## src/core/wwc_consts.vh

```
`ifndef WWC_CONSTS_VH
`define WWC_CONSTS_VH

// ----------------------------------------
// register addresses (7-bit spi address)
// ----------------------------------------
`define WWC_ADDR_PROT 7'h03
`define WWC_ADDR_SETUP 7'h06
`define WWC_ADDR_SETUP_VIEW 7'h07
`define WWC_ADDR_CLOSED 7'h08
`define WWC_ADDR_CLOSED_VIEW 7'h09
`define WWC_ADDR_OPEN 7'h0a
`define WWC_ADDR_OPEN_VIEW 7'h0b
`define WWC_ADDR_SERVICE 7'h33

// ----------------------------------------
// reset values and field layout
// ----------------------------------------
`define WWC_RST_SETUP 8'h9b
`define WWC_RST_CLOSED 7'h46
`define WWC_RST_OPEN 7'h78
`define WWC_SETUP_MASK 8'hfb
`define WWC_THR_HI 7
`define WWC_THR_LO 4
`define WWC_EN_BIT 3
`define WWC_TSEL_BIT 1
`define WWC_CYC_BIT 0
`define WWC_SPAN_HI 6

// ----------------------------------------
// protection keys
// ----------------------------------------
`define WWC_KEY0 8'hab
`define WWC_KEY1 8'hef
`define WWC_KEY2 8'h56
`define WWC_KEY3 8'h12
`define WWC_LOCK_KEY 8'hdf

// ----------------------------------------
// spi frame layout
// ----------------------------------------
`define WWC_FRAME_BITS 5'h10
`define WWC_ADDR_BITS 5'h08
`define WWC_WR_BIT 15
`define WWC_ADDR_HI 14
`define WWC_ADDR_LO 8

// ----------------------------------------
// timing
// ----------------------------------------
`define WWC_CLK_PERIOD_NS 8
`define WWC_TICK_SHORT_NS 10000
`define WWC_TICK_LONG_NS 100000
`define WWC_SPAN_UNIT 13'h0032
`define WWC_ERR_MAX 4'hf

`endif

```

## src/core/wwc_window.v

```verilog
`timescale 1ns/1ps
`default_nettype none
`include "wwc_consts.vh"

module wwc_window #(
  parameter TICK_SHORT_CYC = `WWC_TICK_SHORT_NS / `WWC_CLK_PERIOD_NS,
  parameter TICK_LONG_CYC = `WWC_TICK_LONG_NS / `WWC_CLK_PERIOD_NS
) (
  input wire clk,
  input wire reset,
  input wire enable,
  input wire tick_long,
  input wire [6:0] closed_code,
  input wire [6:0] open_code,
  input wire [3:0] threshold,
  input wire service,
  output reg window_open_q,
  output reg [3:0] err_count_q,
  output reg fail_q
);

  // ends worked out at full width, then cut to the counter width on purpose
  localparam integer TICK_SHORT_END = TICK_SHORT_CYC - 1;
  localparam integer TICK_LONG_END = TICK_LONG_CYC - 1;
  localparam [15:0] TICK_SHORT_LAST = TICK_SHORT_END[15:0];
  localparam [15:0] TICK_LONG_LAST = TICK_LONG_END[15:0];

  reg [15:0] tick_cnt_q;
  reg [12:0] span_cnt_q;
  reg tick;
  reg [12:0] span_d;

  // window length in watchdog cycles; open codes 0 and 1 both mean one unit
  function [12:0] span_len(input [6:0] code, input is_open);
    reg [12:0] c;
    begin
      c = {6'h00, code};
      if (is_open && code == 7'h00) begin
        c = 13'h0001;
      end
      span_len = c * `WWC_SPAN_UNIT;
    end
  endfunction

  // tick strobe from the selected period
  always @* begin
    tick = tick_long ? (tick_cnt_q == TICK_LONG_LAST) : (tick_cnt_q == TICK_SHORT_LAST);
    span_d = window_open_q ? span_len(open_code, 1'b1) : span_len(closed_code, 1'b0);
  end

  // ----------------------------------------
  // closed / open window sequencing
  // ----------------------------------------
  always @(posedge clk or posedge reset) begin
    if (reset) begin
      tick_cnt_q <= 16'h0000;
      span_cnt_q <= 13'h0000;
      window_open_q <= 1'b0;
      err_count_q <= 4'h0;
      fail_q <= 1'b0;
    end else if (!enable) begin
      // disabled watchdog holds idle, error history kept
      tick_cnt_q <= 16'h0000;
      span_cnt_q <= 13'h0000;
      window_open_q <= 1'b0;
      // fail keeps tracking, so a new threshold shows even while disabled
      fail_q <= (err_count_q > threshold);
    end else begin
      tick_cnt_q <= tick ? 16'h0000 : tick_cnt_q + 16'h0001;
      if (service) begin
        // service closes any window and restarts the closed one
        span_cnt_q <= 13'h0000;
        window_open_q <= 1'b0;
        tick_cnt_q <= 16'h0000;
        if (window_open_q) begin
          if (err_count_q != 4'h0) begin
            err_count_q <= err_count_q - 4'h1;
          end
        end else if (err_count_q != `WWC_ERR_MAX) begin
          err_count_q <= err_count_q + 4'h1;
        end
      end else if (span_cnt_q >= span_d) begin
        span_cnt_q <= 13'h0000;
        window_open_q <= !window_open_q;
        // open window expired without service
        if (window_open_q && err_count_q != `WWC_ERR_MAX) begin
          err_count_q <= err_count_q + 4'h1;
        end
      end else if (tick) begin
        span_cnt_q <= span_cnt_q + 13'h0001;
      end
      fail_q <= (err_count_q > threshold);
    end
  end

endmodule // wwc_window

`default_nettype wire

```

## src/core/wwc_top.v

```verilog
// Operation
// - error threshold bits 7:4, reset nine
// - bit 3 enables watchdog, mirrored, reset on
// - bit 1 picks pin or spi service
// - bit 0 picks 10 or 100 us tick
// - closed window is code times 50 cycles
// - open window code times 50, minimum 50
// - read-only view shows setup in force
// - read-only views of window sizes in force
`timescale 1ns/1ps
`default_nettype none
`include "wwc_consts.vh"

module wwc_top #(
  parameter TICK_SHORT_CYC = `WWC_TICK_SHORT_NS / `WWC_CLK_PERIOD_NS,
  parameter TICK_LONG_CYC = `WWC_TICK_LONG_NS / `WWC_CLK_PERIOD_NS
) (
  input wire clk,
  input wire reset,
  input wire spi_sck,
  input wire spi_cs_n,
  input wire spi_mosi,
  input wire service_input_pin,
  output wire spi_miso,
  output wire spi_miso_oe,
  output wire [3:0] error_threshold,
  output wire watchdog_on,
  output wire trigger_source_select,
  output wire tick_period_select,
  output wire [6:0] closed_span_size,
  output wire [6:0] open_span_size,
  output wire service_pulse,
  output wire config_unlocked,
  output wire window_open,
  output wire [3:0] error_count,
  output wire watchdog_fail
);

  // ----------------------------------------
  // pin synchronisers
  // ----------------------------------------
  reg sck_s1_q, sck_s2_q, sck_s3_q;
  reg cs_s1_q, cs_s2_q, cs_s3_q;
  reg mosi_s1_q, mosi_s2_q;
  reg svc_s1_q, svc_s2_q, svc_s3_q;

  // three flops per pin, two for mosi; edges are taken from the second and third only
  always @(posedge clk or posedge reset) begin
    if (reset) begin
      sck_s1_q <= 1'b0;
      sck_s2_q <= 1'b0;
      sck_s3_q <= 1'b0;
      cs_s1_q <= 1'b1;
      cs_s2_q <= 1'b1;
      cs_s3_q <= 1'b1;
      mosi_s1_q <= 1'b0;
      mosi_s2_q <= 1'b0;
      svc_s1_q <= 1'b0;
      svc_s2_q <= 1'b0;
      svc_s3_q <= 1'b0;
    end else begin
      sck_s1_q <= spi_sck;
      sck_s2_q <= sck_s1_q;
      sck_s3_q <= sck_s2_q;
      cs_s1_q <= spi_cs_n;
      cs_s2_q <= cs_s1_q;
      cs_s3_q <= cs_s2_q;
      mosi_s1_q <= spi_mosi;
      mosi_s2_q <= mosi_s1_q;
      svc_s1_q <= service_input_pin;
      svc_s2_q <= svc_s1_q;
      svc_s3_q <= svc_s2_q;
    end
  end

  wire sck_rise = sck_s2_q && !sck_s3_q;
  wire sck_fall = !sck_s2_q && sck_s3_q;
  wire frame_on = !cs_s2_q;
  wire frame_end = cs_s2_q && !cs_s3_q;
  wire pin_service = svc_s2_q && !svc_s3_q;

  // ----------------------------------------
  // register state
  // ----------------------------------------
  reg [7:0] setup_sh_q, setup_act_q;
  reg [6:0] closed_sh_q, closed_act_q;
  reg [6:0] open_sh_q, open_act_q;
  reg unlocked_q;
  reg [1:0] key_step_q;
  reg service_q;

  // spi shift state
  reg [15:0] rx_q;
  reg [4:0] bit_cnt_q;
  reg [7:0] tx_q;
  reg miso_q, miso_oe_q;

  // register read decode; unmapped addresses read zero
  function [7:0] read_reg(input [6:0] a);
    begin
      case (a)
        `WWC_ADDR_PROT: read_reg = {7'h00, unlocked_q};
        `WWC_ADDR_SETUP: read_reg = setup_sh_q & `WWC_SETUP_MASK;
        `WWC_ADDR_SETUP_VIEW: read_reg = setup_act_q & `WWC_SETUP_MASK;
        `WWC_ADDR_CLOSED: read_reg = {1'b0, closed_sh_q};
        `WWC_ADDR_CLOSED_VIEW: read_reg = {1'b0, closed_act_q};
        `WWC_ADDR_OPEN: read_reg = {1'b0, open_sh_q};
        `WWC_ADDR_OPEN_VIEW: read_reg = {1'b0, open_act_q};
        default: read_reg = 8'h00;
      endcase
    end
  endfunction

  // expected key for each unlock step
  function [7:0] key_at(input [1:0] s);
    begin
      case (s)
        2'h0: key_at = `WWC_KEY0;
        2'h1: key_at = `WWC_KEY1;
        2'h2: key_at = `WWC_KEY2;
        default: key_at = `WWC_KEY3;
      endcase
    end
  endfunction

  wire [6:0] rx_addr = rx_q[`WWC_ADDR_HI:`WWC_ADDR_LO];
  // address as it stands at the 8th rising edge, last bit still on the line
  wire [6:0] cmd_addr = {rx_q[5:0], mosi_s2_q};
  wire rx_write = rx_q[`WWC_WR_BIT];
  wire [7:0] rx_data = rx_q[7:0];
  wire commit = frame_end && (bit_cnt_q == `WWC_FRAME_BITS);

  // ----------------------------------------
  // spi frame: mode 0, msb first, w/addr/data
  // ----------------------------------------
  // miso reloads after the address byte, so reads return data in the same frame
  always @(posedge clk or posedge reset) begin
    if (reset) begin
      rx_q <= 16'h0000;
      bit_cnt_q <= 5'h00;
      tx_q <= 8'h00;
      miso_q <= 1'b0;
      miso_oe_q <= 1'b0;
    end else if (!frame_on) begin
      bit_cnt_q <= 5'h00;
      miso_q <= 1'b0;
      miso_oe_q <= 1'b0;
    end else begin
      miso_oe_q <= 1'b1;
      if (sck_rise) begin
        rx_q <= {rx_q[14:0], mosi_s2_q};
        // overlong frames stop counting and are dropped at the end
        if (bit_cnt_q <= `WWC_FRAME_BITS) begin
          bit_cnt_q <= bit_cnt_q + 5'h01;
        end
        if (bit_cnt_q == `WWC_ADDR_BITS - 5'h01) begin
          tx_q <= read_reg(cmd_addr);
          miso_q <= |(read_reg(cmd_addr) >> (`WWC_ADDR_BITS - 5'h01));
        end
      end else if (sck_fall && bit_cnt_q > `WWC_ADDR_BITS && bit_cnt_q < `WWC_FRAME_BITS) begin
        tx_q <= {tx_q[6:0], 1'b0};
        miso_q <= tx_q[6];
      end
    end
  end

  // ----------------------------------------
  // register writes and protection
  // ----------------------------------------
  always @(posedge clk or posedge reset) begin
    if (reset) begin
      setup_sh_q <= `WWC_RST_SETUP;
      setup_act_q <= `WWC_RST_SETUP;
      closed_sh_q <= `WWC_RST_CLOSED;
      closed_act_q <= `WWC_RST_CLOSED;
      open_sh_q <= `WWC_RST_OPEN;
      open_act_q <= `WWC_RST_OPEN;
      unlocked_q <= 1'b0;
      key_step_q <= 2'h0;
      service_q <= 1'b0;
    end else begin
      service_q <= 1'b0;
      // service trigger: pin edge or spi write, per active selection
      if (!setup_act_q[`WWC_TSEL_BIT] && pin_service) begin
        service_q <= 1'b1;
      end
      if (commit && rx_write) begin
        case (rx_addr)
          `WWC_ADDR_SERVICE: begin
            if (setup_act_q[`WWC_TSEL_BIT]) begin
              service_q <= 1'b1;
            end
          end
          `WWC_ADDR_PROT: begin
            if (rx_data == `WWC_LOCK_KEY) begin
              // new setup takes force only when the protection is relocked
              unlocked_q <= 1'b0;
              key_step_q <= 2'h0;
              setup_act_q <= setup_sh_q;
              closed_act_q <= closed_sh_q;
              open_act_q <= open_sh_q;
            end else if (!unlocked_q) begin
              if (rx_data == key_at(key_step_q)) begin
                key_step_q <= key_step_q + 2'h1;
                unlocked_q <= (key_step_q == 2'h3);
              end else begin
                key_step_q <= 2'h0;
              end
            end
          end
          `WWC_ADDR_SETUP: begin
            if (unlocked_q) begin
              setup_sh_q <= rx_data & `WWC_SETUP_MASK;
            end
          end
          `WWC_ADDR_CLOSED: begin
            if (unlocked_q) begin
              closed_sh_q <= rx_data[`WWC_SPAN_HI:0];
            end
          end
          `WWC_ADDR_OPEN: begin
            if (unlocked_q) begin
              open_sh_q <= rx_data[`WWC_SPAN_HI:0];
            end
          end
          // the views and unmapped addresses ignore writes
          // nothing may be re-armed here, or an old service pulse would repeat
          default: begin
          end
        endcase
      end
    end
  end

  // ----------------------------------------
  // window timing
  // ----------------------------------------
  wwc_window #(
    .TICK_SHORT_CYC(TICK_SHORT_CYC),
    .TICK_LONG_CYC(TICK_LONG_CYC)
  ) u_window (
    .clk(clk),
    .reset(reset),
    .enable(setup_act_q[`WWC_EN_BIT]),
    .tick_long(setup_act_q[`WWC_CYC_BIT]),
    .closed_code(closed_act_q),
    .open_code(open_act_q),
    .threshold(setup_act_q[`WWC_THR_HI:`WWC_THR_LO]),
    .service(service_q),
    .window_open_q(window_open),
    .err_count_q(error_count),
    .fail_q(watchdog_fail)
  );

  // outputs straight from flops
  assign spi_miso = miso_q;
  assign spi_miso_oe = miso_oe_q;
  assign error_threshold = setup_act_q[`WWC_THR_HI:`WWC_THR_LO];
  assign watchdog_on = setup_act_q[`WWC_EN_BIT];
  assign trigger_source_select = setup_act_q[`WWC_TSEL_BIT];
  assign tick_period_select = setup_act_q[`WWC_CYC_BIT];
  assign closed_span_size = closed_act_q;
  assign open_span_size = open_act_q;
  assign service_pulse = service_q;
  assign config_unlocked = unlocked_q;

endmodule // wwc_top

`default_nettype wire

```

## config.mk

```make
export PLATFORM = sky130hd
export DESIGN_NAME = wwc_top
export DESIGN_NICKNAME = d
export VERILOG_FILES = /design/src/core/wwc_window.v /design/src/core/wwc_top.v
export VERILOG_INCLUDE_DIRS = /design/src /design/src/core
export SDC_FILE = /design/constraint.sdc
export NUM_CORES = 1
export LEC_CHECK = 0
export BUFFER_PORTS_ARGS = -buffer_cell sky130_fd_sc_hd__buf_2
export CORE_UTILIZATION = 40
export CTS_CLUSTER_DIAMETER = 50
export CTS_CLUSTER_SIZE = 24
export DETAILED_ROUTE_END_ITERATION = 6
export PLACE_DENSITY = 0.56
export SETUP_SLACK_MARGIN = 0.15
export SLEW_MARGIN = 5
export SYNTH_ARGS = -nofsm -noshare
export SYNTH_HDL_FRONTEND = slang
export SYNTH_SLANG_ARGS = --single-unit
```

## constraint.sdc

```tcl
create_clock -name clk -period 5.2 [get_ports clk]
set_input_delay 1.04 -clock clk [delete_from_list [all_inputs] [get_ports clk]]
set_output_delay 1.04 -clock clk [all_outputs]
set_load 0.005 [all_outputs]
```

# == Word level (Yosys, flattened, before mapping) ==
# Index checks and enable logic that the tools add are counted.
# word_totals
elab_cells,155
reg_bits,122
output_inout_bits,31
inputBits,6
# op_classes
mux,46
bitwise,1
multipliers,2
eq_ne,29
add_sub_neg,6
n_lt_le_gt_ge,5
reduce_logical,36
# op_table
cell,count
$mux W13,5
$pmux W8 S7,1
$mux W16,3
$eq A7 B4 Y1 const B,6
$mux W8,4
$mux W7,4
$mux W4,6
$pmux W8 S3,1
$eq A7 B3 Y1 const B,3
$reduce_and A3 Y1,6
$add A16 B1 Y16 const B,1
$eq A16 B11 Y1 const B,1
$eq A16 B14 Y1 const B,1
$mux W1,16
$mux W5,3
$eq A7 B2 Y1 const B,2
$add A13 B1 Y13 const B,1
$ge A13 B13 Y1,1
$mul A13 B5 Y12 const B,1
$mul A7 B5 Y12 const B,1
$logic_and A1 B1 Y1,10
$reduce_bool A2 Y1,5
$eq A8 B8 Y1,1
$eq A8 B8 Y1 const B,1
other kinds (28),41

# == Logic depth before layout (Yosys ltp) ==
# Gate-level depths: netlist of the first run.
# depth
word_depth,10
mapped_depth,23
depth_no_buf,22

# == Hierarchy ==
# A second synthesis of the first run with hierarchy kept.
# hier_totals
cells_unflattened,689
area_unflattened_um2,7594.8
# modules_own_cells
module,instances,area_per_inst_um2,seq_area_each_um2,cells_each
wwc_top,1,4159.0,2210.9,312
wwc_window,1,3435.8,875.8,377

# == Least setup slack after synthesis of the first run ==
# Ideal clock, no wire load.
# synth_path
path_kind,flip-flop to flip-flop
start,reg open_act_q[2] (netlist: open_span_size[2])
end,reg u_window.err_count_q[2]
period_less_slack_ns,4.708
setup_slack_ns,0.492
stages_incl_launch_ff,23
arrival_ns,4.580
cell_sequence,dfrtp_1 inv_1 ha_1 nor4b_1 nand2_1 nand2_1 mux2i_1 ha_1 ha_1 fa_1 a21o_1 a21oi_1 o21bai_1 mux2i_1 o21a_1 nor4_1 ha_1 a21o_1 a21oi_1 nand3_1 o211ai_1 a21oi_1 xor2_1
# synth_via
elab_chain_len,7
# synth_lines
element,line_no,text
start: declaration,wwc_top.v:87,"reg [6:0] open_sh_q, open_act_q;"
start signal: assignment,wwc_top.v:177,open_act_q <= `WWC_RST_OPEN;
start signal: assignment,wwc_top.v:201,open_act_q <= open_sh_q;
$logic_not A7 Y1,wwc_window.v:38,if (is_open && code == 7'h00) begin
$mux W7 *,wwc_window.v:38,
$mul A13 B5 Y12 (no line) *,-,
$mux W13 *,wwc_window.v:48,"span_d = window_open_q ? span_len(open_code, 1'b1) : span_len(closed_code, 1'b0);"
$ge A13 B13 Y1 *,wwc_window.v:82,end else if (span_cnt_q >= span_d) begin
$reduce_bool A2 Y1 (no line) *,-,
$reduce_and A5 Y1 (no line) *,-,
end signal: assignment,wwc_window.v:77,err_count_q <= err_count_q - 4'h1;
end signal: assignment,wwc_window.v:80,err_count_q <= err_count_q + 4'h1;
end signal: assignment,wwc_window.v:87,err_count_q <= err_count_q + 4'h1;
end: declaration,wwc_window.v:18,"output reg [3:0] err_count_q,"
# Mark *: on every way between the ends. The rest lies on a longest branch, timed or not.
# A chain may end at the register's enable or synchronous reset.

# == Worst setup path after layout of the first run ==
# Ends and elaborated chain as after synthesis.

==> results of run 1 <==
[cell type report]
class | count | area (um2) | share of cell area
Clock buffer | 17 | 425 | 0.0508
Multi-Input combinational cell | 502 | 3990 | 0.477
Timing Repair Buffer | 49 | 278 | 0.0332
Inverter | 38 | 145 | 0.0173
Clock inverter | 15 | 166 | 0.0199
Tap cell | 225 | 282 | 0.0336
Sequential cell | 122 | 3090 | 0.368
[flip-flops by register name (all words and copies together) (netlist names), 2 cells and up]
signal and cells:
setup_sh_q 7, bit_cnt_q 5, tx_q 7, u_window.tick_cnt_q 16
closed_span_size 7, setup_act_q 7, key_step_q 2, closed_sh_q 7
u_window.err_count_q 4, rx_q 16, open_span_size 7, u_window.span_cnt_q 13
open_sh_q 7
[cell usage in the layout, fill, tap and decap left out, types with 7 or more instances in the layout]
master and count:
xor2_1 18, nor3_1 9, mux2i_1 11, nor2b_1 8
and3_1 11, dfstp_2 27, ha_1 73, clkbuf_16 17
o21ai_0 25, nand2b_1 9, a21oi_1 27, mux2_2 59
nand4_1 7, buf_4 13, xnor2_1 28, dfrtp_1 95
buf_2 36, nand2_1 42, inv_1 36, a22oi_1 11
nand3_1 17, nor2_1 62
[per-stage QoR]
step | std cells | hold WS [ns] | area, um2
2_1_floorplan | 688 | 0.331 | 7290
3_3_place_gp | 931 | 0.332 | 7700
3_5_place_dp | 931 | 0.335 | 7700
4_1_cts | 965 | 0.349 | 8320
5_1_grt | 968 | 0.352 | 8380
6_report | 968 | 0.347 | 8380
[per-layer routing]
layer	vias to the layer above	routed length [um]	global-route usage
li1	2538	-	-
met1	2640	7980	0.260
met2	83	7900	0.302
met3	13	573	0.0378
met4	0	183	0.0592
met5	-	0	0
[power by group]
part	internal, mW	switching, mW	total, mW
combinational	0.0577	0.0865	0.144
sequential	0.987	0.0823	1.07
clock	0.714	0.472	1.19
total	1.76	0.641	2.40
[worst max-delay path: cells and delay by family (launching register included)]
family | cells | cell delay (ns)
adder cells (fa/ha/maj) | 5 | 1.42
buffers and inverters | 3 | 0.44
AND/OR/NAND/NOR | 4 | 0.76
AO/OA/AOI/OAI | 9 | 1.24
XOR/XNOR | 1 | 0.14
flip-flops | 1 | 0.46
multiplexers | 2 | 0.20
[repair_timing]
item | CTS | global route
setup buffers | 2 | 3
pin swaps | 1 | 4
gates resized for setup | 2 | 6
hold buffers | 0 | 0
setup endpoints to repair | 16 | 18
[how the worst min path moves through the flow]
stage | startpoint | endpoint | slack (ns) | cells after the start
after floorplan | mosi_s1_q | mosi_s2_q | 0.33 | 0
after global placement | sck_s1_q | sck_s2_q | 0.33 | 0
after detailed placement | svc_s1_q | svc_s2_q | 0.33 | 0
after CTS | svc_s1_q | svc_s2_q | 0.35 | 0
after global routing | svc_s1_q | svc_s2_q | 0.35 | 0
final | sck_s1_q | sck_s2_q | 0.35 | 0
[cell families after synthesis]
kind of cell | Yosys count | synth area share
and+or+nand+nor | 203 | 0.144
DFF | 122 | 0.424
AOI/OAI and AO/OA | 103 | 0.0931
adders and majority gates | 79 | 0.139
muxes | 71 | 0.109
buffers and inverters | 64 | 0.0355
xor gates and xnor gates | 46 | 0.0553
==> flow_metrics.tcl, run 1 <==
set metrics [dict create \
    io_pins 37 \
    yosysMostFrequentCell "dfrtp_1" \
    timing.fmax_mhz 210 \
    drt_iter0_markers 278 \
    critPathKind "reg2reg" \
    synthDistinctLibCells 60 \
    dpl_worst_slack_ns 0.0232 \
    cp_max_fo 7 \
    via_count 5274 \
    crit_end "u_window.err_count_q[2]" \
    numCtsBuffers 17 \
    async_flop_share 1.00 \
    grt_max_degree 54 \
    grt_use_total 0.190 \
    port_buffers 36 \
    drv_slew 0 \
    clock_skew_ns 0.0111 \
    antenna_found_initial 0 \
    path_cells "inv_1, ha_1, nor4b_2, nand2_1, nand2_1, mux2i_1, ha_1, ha_4, fa_2, a21o_1, a21oi_2, o21bai_1, mux2i_1, o21a_1, nor4_2, ha_1, a21o_1, a21oi_2, buf_4, a31oi_1, o211ai_1, buf_4, a21oi_1, xor2_1" \
    arrival_ns 5.06 \
    seq_area_frac_synth 0.424 \
    worstPathRequired_ns 5.49 \
    crit_top_cell "ha_1" \
    drc 0 \
    endpoint_kind "flop" \
    hold_path_class "reg2reg" \
    crit_start "open_span_size[2]" \
    setup_ws_ns 0.429 \
    clock_sinks 122 \
    syn_area_per_cell_um2 10.6 \
    finalWirelength_um 16600 \
    final_nets 814 \
    die_area_um2 18800 \
    yosysWarnings 0 \
    cp_slowest_cell "dfrtp_1" \
    initial_core_util 0.415 \
    synth_edf_count 0 \
    leakagePower_nw 3.86 \
    area_growth_pct 15.0 \
    cts_max_level 4 \
    yosys-top-cells-count "dfrtp_1, ha_1, nor2_1" \
    r2r_start "open_span_size[2]" \
    grt_pass1_wl_um 27200 \
    setup_tns_ns 0 \
    timing.rr.end "u_window.err_count_q[2]" \
    cts_tree "built" \
    syn_inst 688 \
    die_h_um 137 \
    setup_viol 0 \
    slew-limit-headroom 0.247 \
    root_buffer "clkbuf_16" \
    ys_seq_elements 122 \
    netlist.area_leader.share 0.326 \
    first_pass_iters 5 \
    utilization 0.478 \
    fin_crit_sh 0.918 \
    clk_pin_slew_ns 0.06 \
    clockBufferDepth 2 \
    power_mw 2.40 \
    clkLatencyLatePin_ns 0.42 \
    r2r_cells 24 \
    grt_overflow 0 \
    r2r_slack_ns 0.43 \
    maxCapViolations 0 \
    core-area_um2 17500 \
    power_density_nw_per_um2 286 \
    ant_nets 0 \
    drive_gt1_frac 0.253 \
    antennaDiodeCount 0 \
    wl_per_cell_um 17.2 \
    fin_crit_ns 4.77 \
    num-fill-cells 1649 \
    yosys-top-cells-area "dfrtp_1, ha_1, dfstp_2" \
    synth_ff_type "dfrtp_1" \
    gp_congestion 0.805 \
    first_global_vias 5212 \
    ir_worst_vdd_mv 0.244 \
    rsz0062_at_grt "false" \
    dieWidth_um 137 \
    finalHoldViolCount 0 \
    yosys.area.top_type "dfrtp_1" \
    cp-start-kind "flop" \
    outcome "finished, final reports clean" \
    vias_per_cell 5.45 \
    rows 48 \
    slowest_delay_ns 0.46 \
    syn_area_um2 7290 \
    syn-num-nets 772 \
    tightest_slew_ns 1.13 \
    place_hpwl_um 12000 \
]
(Power assumes the default switching activity.)
==> inputs of run 2 (changes only) <==
clock period = 5.5 ns   (was 5.2 ns; I/O delays follow)
==> flow_metrics.tcl, run 2 (same netlist as run 1, synthesis figures left out) <==
set metrics [dict create \
    port_buffers 36 \
    cts_tree "built" \
    drc 0 \
    grt_pass1_wl_um 27000 \
    clock_skew_ns 0.00909 \
    finalHoldViolCount 0 \
    worstPathRequired_ns 5.80 \
    antennaDiodeCount 0 \
    leakagePower_nw 3.84 \
    setup_viol 0 \
    drive_gt1_frac 0.239 \
    drv_slew 0 \
    vias_per_cell 5.48 \
    first_global_vias 5272 \
    dp.cells 928 \
    clkLatencyLatePin_ns 0.42 \
    fin_crit_sh 0.909 \
    rows 48 \
    utilization 0.476 \
    final_common_cell "dfrtp_1" \
    slew-limit-headroom 0.240 \
    first_pass_iters 4 \
    grt_max_degree 87 \
    final_cell_mix "dfrtp_1, ha_1, nor2_1, mux2_2, nand2_1" \
    fin_crit_ns 5.00 \
    outcome "finished, final reports clean" \
    final_cells 962 \
    place_hpwl_um 11700 \
    dieWidth_um 137 \
    final_nets 808 \
    clk_pin_slew_ns 0.06 \
    antenna_found_initial 0 \
    num-fill-cells 1665 \
    clock_sinks 122 \
    critPathKind "reg2reg" \
    hold_path_class "reg2reg" \
    grt_overflow 0 \
    cp_max_fo 6 \
    clockBufferDepth 2 \
    grt_use_total 0.188 \
    gp_congestion 0.784 \
    numCtsBuffers 17 \
    endpoint_kind "flop" \
    finalWirelength_um 16200 \
    area_growth_pct 14.5 \
    reg_top3 "rx_q x16, u_window.tick_cnt_q x16, u_window.span_cnt_q x13" \
    die_h_um 137 \
    power.share.switching 0.256 \
    clockPowerShare 0.514 \
    via_count 5270 \
    p_sw_uw 604 \
    design_area_um2 8340 \
    cts_hold_buf 0 \
    cp-start-kind "flop" \
    initial_core_util 0.415 \
    power_mw 2.36 \
    root_buffer "clkbuf_16" \
    wl_per_cell_um 16.9 \
    die_area_um2 18800 \
    io_pins 37 \
    ir_worst_vdd_mv 0.222 \
    arrival_ns 5.30 \
    tightest_slew_ns 1.14 \
    r2r_slack_ns 0.50 \
    drt_iter0_markers 265 \
    seqPwrFrac 0.428 \
    rsz0062_at_grt "false" \
    power_density_nw_per_um2 283 \
    internal_power_mw 1.76 \
    maxCapViolations 0 \
    setup_tns_ns 0 \
    timing.fmax_mhz 200 \
    p_comb_frac 0.057 \
    cts_max_level 4 \
    core-area_um2 17500 \
    ant_nets 0 \
    placed_cell_area_um2 7680 \
]
## run 2: changes by cell type in the layout (fill, tap and decap cells not counted), moves of 2 or more
cell / before / now
clkinv_2: 2 / 0
bufinv_16: 2 / 4
inv_6: 3 / 5
clkinv_4: 5 / 2
buf_4: 13 / 7
## run 2: layout make-up
class                           count  area, um2  share of cell area
Inverter                           38        145              0.0174
Clock buffer                       18        429              0.0514
Tap cell                          225        282              0.0337
Multi-Input combinational cell    502       3960               0.475
Sequential cell                   122       3090               0.370
Clock inverter                     14        208              0.0249
Timing Repair Buffer               43        233              0.0279
## run 2: through the flow
step	hold WS (ns)	worst slack, ns
finish	0.349	0.502
global route	0.358	0.173
CTS	0.350	0.166
detailed placement	0.337	0.201
global placement	0.332	0.446
floorplan	0.331	0.792
## run 2: metal layers
metal | track usage | routed length [um]
met5 | 0 | 0
met4 | 0.0598 | 191
met3 | 0.0493 | 674
met2 | 0.302 | 7840
met1 | 0.247 | 7530
## run 2: worst paths after layout
path                                        start                 endpoint  cells after the start
worst max-delay path            open_span_size[3]  u_window.err_count_q[2]                     23
max in group asynchronous                   reset        open_span_size[3]                      3
worst min register to register           svc_s1_q                 svc_s2_q                      0
worst max register to register  open_span_size[3]  u_window.err_count_q[2]                     23
min in group asynchronous                   reset                mosi_s1_q                      2
worst min-delay path                     svc_s1_q                 svc_s2_q                      0
## run 2: timing repair
item | in CTS | in global routing
gates resized for setup | 0 | 3
setup endpoints to repair | 0 | 17
buffers inserted | 0 | 2
## run 2: power by group through the flow
stage          clock [mW]  sequential (mW)  combinational, mW
2_1_floorplan           0            0.970              0.136
3_3_place_gp            0             1.02              0.135
3_5_place_dp            0             1.02              0.137
4_1_cts              1.24             1.01              0.138
5_1_grt              1.28             1.02              0.151
6_report             1.21             1.01              0.135
## run 2: worst max-delay path, cell delays in order, from the launching register on
cell	delay, ns
dfstp_2	0.56
inv_1	0.09
ha_1	0.19
nor4b_2	0.16
nand2_1	0.15
nand2_1	0.09
mux2i_1	0.15
ha_1	0.25
ha_1	0.32
fa_1	0.47
a21o_1	0.20
a21oi_1	0.22
o21bai_1	0.11
mux2i_1	0.12
o21a_1	0.19
nor4_1	0.23
ha_1	0.31
a21o_1	0.20
a21oi_2	0.24
nand3_1	0.10
o211ai_1	0.18
buf_4	0.16
a21oi_1	0.05
xor2_1	0.14
